[src/common/serial_status_cfg.svh]
// Register offsets, field positions, reset values and counts of the
// serial port status and interrupt block.
// Assumes byte addresses on a 32-bit Avalon-MM register bus.
`ifndef SERIAL_STATUS_CFG_SVH
`define SERIAL_STATUS_CFG_SVH

// ----------------------------------------------------------------
// Register byte offsets
// ----------------------------------------------------------------
`define OFS_COMMAND 8'h00
`define OFS_IRQ_ENABLE_SET 8'h08
`define OFS_IRQ_DISABLE 8'h0C
`define OFS_IRQ_MASK 8'h10
`define OFS_CHANNEL_STATUS 8'h14

// ----------------------------------------------------------------
// Channel status field positions
// ----------------------------------------------------------------
`define BIT_SLAVE_NO_RESP 29
`define BIT_CHECKSUM 28
`define BIT_ID_PARITY 27
`define BIT_SYNC_FIELD 26
`define BIT_BUS_BIT 25
`define BIT_CTS_LEVEL 23
`define BIT_CTS_CHANGE 19
`define BIT_XFER_DONE 15
`define BIT_ID_SEEN 14
`define BIT_NO_ACK 13
`define BIT_RX_BUF_FULL 12

// ----------------------------------------------------------------
// Command register field positions
// ----------------------------------------------------------------
`define BIT_CMD_CLR_STATUS 8
`define BIT_CMD_CLR_NOACK 14

// ----------------------------------------------------------------
// Reset values and masks
// ----------------------------------------------------------------
`define RST_IRQ_MASK 32'h0000_0000
`define RST_STATUS 32'h0000_0000
`define IRQ_BITS 32'h3E08_F000
`define READ_ZERO 32'h0000_0000

// ----------------------------------------------------------------
// Cycle counts
// ----------------------------------------------------------------
`define SYNC_STAGES 2

`endif

[src/common/serial_status_pkg.sv]
// Types shared by the serial port status and interrupt block.
// Assumes compilation before every design file.
package serial_status_pkg;

  typedef logic [31:0] word_t;

  typedef enum logic {
    BUS_IDLE,
    BUS_ACK
  } bus_state_t;

endpackage

[src/rtl/cts_sync.sv]
// Two-flop synchroniser and change detector for the clear-to-send pin.
// Assumes an asynchronous pin and a free-running clk.
module cts_sync (
  input wire logic clk,
  input wire logic rst_n,
  input wire logic cts_pin,
  output logic cts_level,
  output logic cts_change
);

  logic meta_q;
  logic meta_d;
  logic sync_q;
  logic sync_d;
  logic last_q;
  logic last_d;
  logic change_q;
  logic change_d;

  // ----------------------------------------------------------------
  // Synchroniser; the first stage feeds only the second
  // ----------------------------------------------------------------
  always_comb begin
    meta_d = cts_pin;
    sync_d = meta_q;
    last_d = sync_q;
    change_d = sync_q ^ last_q;
  end

  // Reset to low, so a pin already high at release gives one change
  always_ff @(posedge clk or negedge rst_n) begin
    if (!rst_n) begin
      meta_q <= 1'b0;
      sync_q <= 1'b0;
      last_q <= 1'b0;
      change_q <= 1'b0;
    end else begin
      meta_q <= meta_d;
      sync_q <= sync_d;
      last_q <= last_d;
      change_q <= change_d;
    end
  end

  assign cts_level = sync_q;
  assign cts_change = change_q;

endmodule // cts_sync

[src/rtl/serial_port_status_irq.sv]
// Status flags, interrupt mask and interrupt request of a serial port
// with LIN support, reached over an Avalon-MM slave with waitrequest.
// Assumes event inputs are one-cycle pulses from logic on clk and
// that cts_pin is asynchronous.
//
// Operation
// - Enable-set write of one sets mask bit
// - Enable-set write of zero changes nothing
// - Slave-no-response flag bit 29, sticky
// - Checksum error flag bit 28, sticky
// - Identifier parity flag bit 27, sticky
// - Sync field flag bit 26, slave only
// - Bit error flag bit 25, sticky
// - Bit 23 shows clear-to-send level
// - Bit 19 set on change, cleared by read
// - Bit 15 set once transfer completes
// - Bit 14 set once identifier sent/received
// - No-ack bit 13 held until no-ack clear
// - Bit 12 mirrors DMA buffer-full signal
`include "serial_status_cfg.svh"

module serial_port_status_irq #(
  parameter int ADDR_W = 8
) (
  input wire logic clk,
  input wire logic rst_n,
  input wire logic [ADDR_W-1:0] address,
  input wire logic read,
  input wire logic write,
  input wire logic [31:0] writedata,
  input wire logic [3:0] byteenable,
  output logic [31:0] readdata,
  output logic waitrequest,
  output logic irq,
  input wire logic cts_pin,
  input wire logic lin_slave_mode,
  input wire logic slave_no_response_evt,
  input wire logic checksum_evt,
  input wire logic id_parity_evt,
  input wire logic sync_field_evt,
  input wire logic bus_bit_evt,
  input wire logic transfer_done_evt,
  input wire logic identifier_evt,
  input wire logic no_ack_evt,
  input wire logic dma_buffer_full
);

  // ----------------------------------------------------------------
  // Elaboration checks
  // ----------------------------------------------------------------
  if (ADDR_W < 5 || ADDR_W > 8) begin : g_addr_check
    $error("ADDR_W must lie between 5 and 8");
  end

  // ----------------------------------------------------------------
  // Helpers
  // ----------------------------------------------------------------
  function automatic serial_status_pkg::word_t lane_mask(input logic [3:0] be);
    lane_mask = {{8{be[3]}}, {8{be[2]}}, {8{be[1]}}, {8{be[0]}}};
  endfunction

  function automatic logic hit(input logic [ADDR_W-1:0] a, input logic [7:0] ofs);
    hit = (8'(a) == ofs);
  endfunction

  // ----------------------------------------------------------------
  // Declarations
  // ----------------------------------------------------------------
  serial_status_pkg::bus_state_t state_q;
  serial_status_pkg::bus_state_t state_d;
  logic wait_q;
  logic wait_d;
  serial_status_pkg::word_t rdata_q;
  serial_status_pkg::word_t rdata_d;
  serial_status_pkg::word_t mask_q;
  serial_status_pkg::word_t mask_d;
  logic irq_q;
  logic irq_d;

  logic slave_no_response_err_q;
  logic slave_no_response_err_d;
  logic checksum_err_q;
  logic checksum_err_d;
  logic id_parity_err_q;
  logic id_parity_err_d;
  logic sync_field_err_q;
  logic sync_field_err_d;
  logic bus_bit_err_q;
  logic bus_bit_err_d;
  logic handshake_change_flag_q;
  logic handshake_change_flag_d;
  logic transfer_complete_flag_q;
  logic transfer_complete_flag_d;
  logic identifier_seen_flag_q;
  logic identifier_seen_flag_d;
  logic no_ack_flag_q;
  logic no_ack_flag_d;
  logic rx_buffer_full_flag_q;
  logic rx_buffer_full_flag_d;

  logic cts_level;
  logic cts_change;
  logic acc_done;
  logic wr_done;
  logic rd_status_done;
  serial_status_pkg::word_t wdata_be;
  logic clear_status_cmd;
  logic clear_noack_cmd;
  logic set_mask_wr;
  logic clr_mask_wr;
  serial_status_pkg::word_t status_word;

  // ----------------------------------------------------------------
  // Clear-to-send input
  // ----------------------------------------------------------------
  cts_sync u_cts_sync (
    .clk(clk),
    .rst_n(rst_n),
    .cts_pin(cts_pin),
    .cts_level(cts_level),
    .cts_change(cts_change)
  );

  // ----------------------------------------------------------------
  // Bus slave: one wait cycle, access completes in BUS_ACK
  // ----------------------------------------------------------------
  always_comb begin
    state_d = state_q;
    wait_d = 1'b1;
    rdata_d = rdata_q;
    unique case (state_q)
      serial_status_pkg::BUS_IDLE: begin
        if (read || write) begin
          state_d = serial_status_pkg::BUS_ACK;
          wait_d = 1'b0;
          rdata_d = `READ_ZERO;
          if (read && hit(address, `OFS_CHANNEL_STATUS)) begin
            rdata_d = status_word;
          end else if (read && hit(address, `OFS_IRQ_MASK)) begin
            rdata_d = mask_q;
          end
        end
      end
      serial_status_pkg::BUS_ACK: begin
        state_d = serial_status_pkg::BUS_IDLE;
      end
    endcase
  end

  always_ff @(posedge clk or negedge rst_n) begin
    if (!rst_n) begin
      state_q <= serial_status_pkg::BUS_IDLE;
      wait_q <= 1'b1;
      rdata_q <= `READ_ZERO;
    end else begin
      state_q <= state_d;
      wait_q <= wait_d;
      rdata_q <= rdata_d;
    end
  end

  assign acc_done = (state_q == serial_status_pkg::BUS_ACK);
  assign wr_done = acc_done && write;
  assign rd_status_done = acc_done && read && hit(address, `OFS_CHANNEL_STATUS);
  assign wdata_be = writedata & lane_mask(byteenable);
  assign clear_status_cmd = wr_done && hit(address, `OFS_COMMAND)
                            && wdata_be[`BIT_CMD_CLR_STATUS];
  assign clear_noack_cmd = wr_done && hit(address, `OFS_COMMAND)
                           && wdata_be[`BIT_CMD_CLR_NOACK];
  assign set_mask_wr = wr_done && hit(address, `OFS_IRQ_ENABLE_SET);
  assign clr_mask_wr = wr_done && hit(address, `OFS_IRQ_DISABLE);

  // ----------------------------------------------------------------
  // Status word
  // ----------------------------------------------------------------
  always_comb begin
    status_word = `RST_STATUS;
    status_word[`BIT_SLAVE_NO_RESP] = slave_no_response_err_q;
    status_word[`BIT_CHECKSUM] = checksum_err_q;
    status_word[`BIT_ID_PARITY] = id_parity_err_q;
    status_word[`BIT_SYNC_FIELD] = sync_field_err_q;
    status_word[`BIT_BUS_BIT] = bus_bit_err_q;
    status_word[`BIT_CTS_LEVEL] = cts_level;
    status_word[`BIT_CTS_CHANGE] = handshake_change_flag_q;
    status_word[`BIT_XFER_DONE] = transfer_complete_flag_q;
    status_word[`BIT_ID_SEEN] = identifier_seen_flag_q;
    status_word[`BIT_NO_ACK] = no_ack_flag_q;
    status_word[`BIT_RX_BUF_FULL] = rx_buffer_full_flag_q;
  end

  // ----------------------------------------------------------------
  // Flags; an event in the clearing cycle wins
  // ----------------------------------------------------------------
  always_comb begin
    slave_no_response_err_d = slave_no_response_evt
                              || (slave_no_response_err_q && !clear_status_cmd);
    checksum_err_d = checksum_evt || (checksum_err_q && !clear_status_cmd);
    id_parity_err_d = id_parity_evt || (id_parity_err_q && !clear_status_cmd);
    sync_field_err_d = (sync_field_evt && lin_slave_mode)
                       || (sync_field_err_q && !clear_status_cmd);
    bus_bit_err_d = bus_bit_evt || (bus_bit_err_q && !clear_status_cmd);
    // Only a change already returned by the read is cleared
    handshake_change_flag_d = cts_change
                              || (handshake_change_flag_q
                                  && !(rd_status_done && rdata_q[`BIT_CTS_CHANGE]));
    transfer_complete_flag_d = transfer_done_evt
                               || (transfer_complete_flag_q && !clear_status_cmd);
    identifier_seen_flag_d = identifier_evt
                             || (identifier_seen_flag_q && !clear_status_cmd);
    no_ack_flag_d = no_ack_evt || (no_ack_flag_q && !clear_noack_cmd);
    rx_buffer_full_flag_d = dma_buffer_full;
  end

  always_ff @(posedge clk or negedge rst_n) begin
    if (!rst_n) begin
      slave_no_response_err_q <= 1'b0;
      checksum_err_q <= 1'b0;
      id_parity_err_q <= 1'b0;
      sync_field_err_q <= 1'b0;
      bus_bit_err_q <= 1'b0;
      handshake_change_flag_q <= 1'b0;
      transfer_complete_flag_q <= 1'b0;
      identifier_seen_flag_q <= 1'b0;
      no_ack_flag_q <= 1'b0;
      rx_buffer_full_flag_q <= 1'b0;
    end else begin
      slave_no_response_err_q <= slave_no_response_err_d;
      checksum_err_q <= checksum_err_d;
      id_parity_err_q <= id_parity_err_d;
      sync_field_err_q <= sync_field_err_d;
      bus_bit_err_q <= bus_bit_err_d;
      handshake_change_flag_q <= handshake_change_flag_d;
      transfer_complete_flag_q <= transfer_complete_flag_d;
      identifier_seen_flag_q <= identifier_seen_flag_d;
      no_ack_flag_q <= no_ack_flag_d;
      rx_buffer_full_flag_q <= rx_buffer_full_flag_d;
    end
  end

  // ----------------------------------------------------------------
  // Interrupt mask and request
  // ----------------------------------------------------------------
  always_comb begin
    mask_d = mask_q;
    if (set_mask_wr) begin
      mask_d = mask_q | (wdata_be & `IRQ_BITS);
    end else if (clr_mask_wr) begin
      mask_d = mask_q & ~(wdata_be & `IRQ_BITS);
    end
    irq_d = |(status_word & mask_q);
  end

  always_ff @(posedge clk or negedge rst_n) begin
    if (!rst_n) begin
      mask_q <= `RST_IRQ_MASK;
      irq_q <= 1'b0;
    end else begin
      mask_q <= mask_d;
      irq_q <= irq_d;
    end
  end

  assign readdata = rdata_q;
  assign waitrequest = wait_q;
  assign irq = irq_q;
endmodule // serial_port_status_irq

[config.mk]
export PLATFORM = sky130hd
export DESIGN_NAME = serial_port_status_irq
export DESIGN_NICKNAME = d
export VERILOG_FILES = /design/src/common/serial_status_pkg.sv /design/src/rtl/cts_sync.sv /design/src/rtl/serial_port_status_irq.sv
export VERILOG_INCLUDE_DIRS = /design/src /design/src/common
export SDC_FILE = /design/constraint.sdc
export NUM_CORES = 1
export LEC_CHECK = 0
export ABC_AREA = 1
export BUFFER_PORTS_ARGS = -buffer_cell sky130_fd_sc_hd__buf_2
export CORE_ASPECT_RATIO = 1.25
export CORE_UTILIZATION = 42
export CTS_BUF_LIST = sky130_fd_sc_hd__clkbuf_16
export CTS_CLUSTER_SIZE = 14
export DETAILED_ROUTE_END_ITERATION = 7
export PLACE_DENSITY = 0.73
export SETUP_SLACK_MARGIN = 0.15
export SYNTH_ARGS = -nofsm -noshare
export SYNTH_HDL_FRONTEND = slang
export SYNTH_SLANG_ARGS = --single-unit
[constraint.sdc]
create_clock -name clk -period 1.2 [get_ports clk]
set_clock_uncertainty 0.15 [all_clocks]
set_input_delay 0.18 -clock clk [delete_from_list [all_inputs] [get_ports clk]]
set_output_delay 0.18 -clock clk [all_outputs]
set_load 0.1 [all_outputs]
==> flow_metrics.py <==
metrics = {
    "logic_synthesis": {
        "synth_edf_count": 0,
        "synth_compound_area_share_pct": 1.28,
        "ys_seq_area_share_pct": 46.4,
        "syn-cell-area_um2": 2050,
        "yosysUniqueCellTypes": 21,
        "synthMuxAreaShare_pct": 0,
        "async_reset_ff_share_pct": 100,
        "synthAdderAreaFrac_pct": 0,
        "ys_ff_latch": 38,
        "synth-xor-area-share_pct": 0.427,
        "synth_flop_cell": "dfrtp_1",
        "synth_simple_gate_area_share_pct": 32.1,
        "synth_area_leader_cell": "dfrtp_1",
        "yosysWarningCount": 0,
        "synth_top_area_share_pct": 45.1,
        "synth_top_family_by_area": "simple AND/OR/NAND/NOR gates",
        "synth_most_common_cell": "nand2_1",
        "syn_inst": 265,
        "synth_common_cells": "nand2_1, inv_1, nand3_1",
        "synth.top_cells.by_area": "dfrtp_1, nand2_1, nand3_1, buf_4, inv_1",
        "avgSynthCellArea_um2": 7.74,
    },
    "sta": {
        "holdWs_ps": 51.6,
        "finalCritPeriodShare_pct": 119,
        "timing.fmax_mhz": 702,
        "report.final.hold_viol_count": 0,
        "setup_ws_ps": -224,
        "setup_violations": 42,
        "period_needed_ps": 1420,
        "finalMaxSlewViolations": 0,
        "rsz0062_at_grt": "yes",
    },
    "power_and_ir_drop": {
        "p_comb_share_pct": 39.5,
        "switching_power_w": 0.00168,
        "p_clk_share_pct": 27.3,
        "powerDensity_nw_per_um2": 1340,
        "swShare_pct": 37.3,
        "power_frac_seq_pct": 33.3,
        "p_leak_nw": 1.70,
        "power.internal_w": 0.00282,
        "worst_ir_drop_vdd_mv": 0.733,
    },
    "global_routing": {
        "grtUsageTotal_pct": 22.1,
        "grt_pass1_wl_mm": 8.51,
        "grt_antenna_before_repair": 0,
        "grt_overflow": 0,
        "grt_pass1_vias": 1949,
        "grt_max_degree": 39,
    },
    "layout": {
        "num_antenna_cells": 0,
        "fin_util_pct": 70.7,
        "finish.net_count": 417,
        "final_area_um2": 3340,
        "areaGrowthSynthToFinish_pct": 63.0,
        "fillerInstances": 335,
        "layout-drive-gt1-share_pct": 45.4,
    },
    "clock_tree": {
        "clk_pin_slew_ps": 60,
        "cts_tree": "yes",
        "insertion_delay_ps": 280,
        "clk_path_buf_depth": 2,
        "htreeDepth": 2,
        "cts.sinks": 38,
        "cts_root_buf": "clkbuf_16",
        "cts_made_buffers": 5,
    },
    "placement": {
        "dp_hpwl_mm": 3.25,
        "io_buffers": 49,
        "place_congestion": 0.870,
        "dpl_cell_area_um2": 2690,
    },
    "drt": {
        "finalWirelength_mm": 5.96,
        "dr.pass1.iters": 6,
        "wl_per_cell_um": 14.2,
        "drc_errors": 0,
        "via_per_inst": 4.88,
        "via_count": 2044,
        "antenna_left": 0,
        "drtIter0Drc": 82,
    },
    "setup_path": {
        "max_stage_delay_ps": 400,
        "endpoint_kind": "flip-flop",
        "cp_max_fo": 7,
        "path_cells": "nand2_1, inv_2, buf_4, buf_6, nand4_1, buf_6, nand2_2, nand2_1",
        "slowest_stage": "dfrtp_1",
        "crit_required_ps": 1210,
        "worstSetupPathType": "flip-flop to flip-flop",
        "start_kind": "flip-flop",
        "arrival_ps": 1440,
    },
    "floorplan": {
        "coreArea_um2": 4730,
        "die_width_um": 64.5,
        "die_y_um": 80.2,
        "ios": 93,
        "start_util_pct": 43.4,
        "num_rows": 28,
        "die_area_um2": 5170,
    },
    "status": {
        "outcome": "finished, violations left",
        "violations": "setup timing",
    },
    "worst_hold_path": {
        "hold_class": "primary input to flip-flop",
    },
    "run": {
        "drv_cap": 0,
    },
}
==> power by group through the flow <==
stage / Combinational (W) / Sequential (W) / Clock [W]
floorplan: 0.000577 / 0.00194 / 0
global placement: 0.00140 / 0.00151 / 0
detailed placement: 0.00141 / 0.00152 / 0
CTS: 0.00167 / 0.00149 / 0.00122
global route: 0.00183 / 0.00151 / 0.00128
finish: 0.00177 / 0.00150 / 0.00123
==> logic make-up (layout without fill, tap and decap cells) <==
family,Yosys count,in the layout
compound gates,4,4
flops,38,38
xor+xnor,1,1
other cells,1,21
simple gates,142,142
buf+inv,79,153
==> through the flow <==
stage	TNS [ps]	worst slack (ps)	std cells	total power, W
6_report	-6130	-224	419	0.00450
5_1_grt	-7710	-300	419	0.00462
4_1_cts	-4270	-195	414	0.00438
3_5_place_dp	-1770	-130	381	0.00293
3_3_place_gp	-1050	-104	381	0.00292
2_1_floorplan	-151	-15.8	285	0.00252
==> worst paths after layout <==
kind | from | to | slack, ps | depth (start not counted)
min | writedata[29] | flip-flop | 50 | 4
min in group asynchronous | rst_n | readdata[23] | 250 | 3
min reg2reg | u_cts_sync.meta_q | u_cts_sync.cts_level | 200 | 0
max reg2reg | acc_done | bus_bit_err_q | -220 | 8
max | acc_done | bus_bit_err_q | -220 | 8
max in group asynchronous | rst_n | waitrequest | 410 | 3
==> per-layer routing <==
| layer | up-vias | global-route usage [%] | part of all wire [%] |
|---|---|---|---|
| met3 | 28 | 4.26 | 5.3 |
| li1 | 962 | - | - |
| met1 | 958 | 22.8 | 35 |
| met4 | 0 | 13.3 | 4.9 |
| met2 | 96 | 40.8 | 54 |
| met5 | - | 0 | 0 |
==> critical path, delay by kind of cell (launching register included) <==
family | cells | cell delay, ps
and+or+nand+nor | 4 | 290
DFF | 1 | 400
buffers and inverters | 4 | 460
==> layout make-up <==
class                           count  area, um2  area share (%)
Tap cell                           60       75.1            2.24
Timing Repair Buffer               98       1000            29.9
Clock inverter                      3       12.5           0.374
Inverter                           47        179            5.35
Sequential cell                    38        996            29.8
Clock buffer                        5        125            3.74
Multi-Input combinational cell    168        957            28.6
==> timing repair <==
item,in CTS,in global routing
endpoints found under the hold margin,48,0
gates cloned,3,0
buffers inserted,10,5
endpoints found under the setup margin,44,46
hold buffers,12,0
gates resized for setup,32,26
pin swaps,26,17
==> placed cells by master, fill, tap and decap left out, types with 10 or more instances in the layout <==
master	n
dfrtp_1	25
nand2_1	49
nand4_1	13
buf_12	19
dfrtp_4	10
buf_2	36
inv_2	10
dlygate4sd3_1	12
inv_1	37
nand3_1	32
conb_1	21
buf_4	21
or2_4	10
nand2_2	17
No activity file was read; power rests on OpenSTA's default activity.
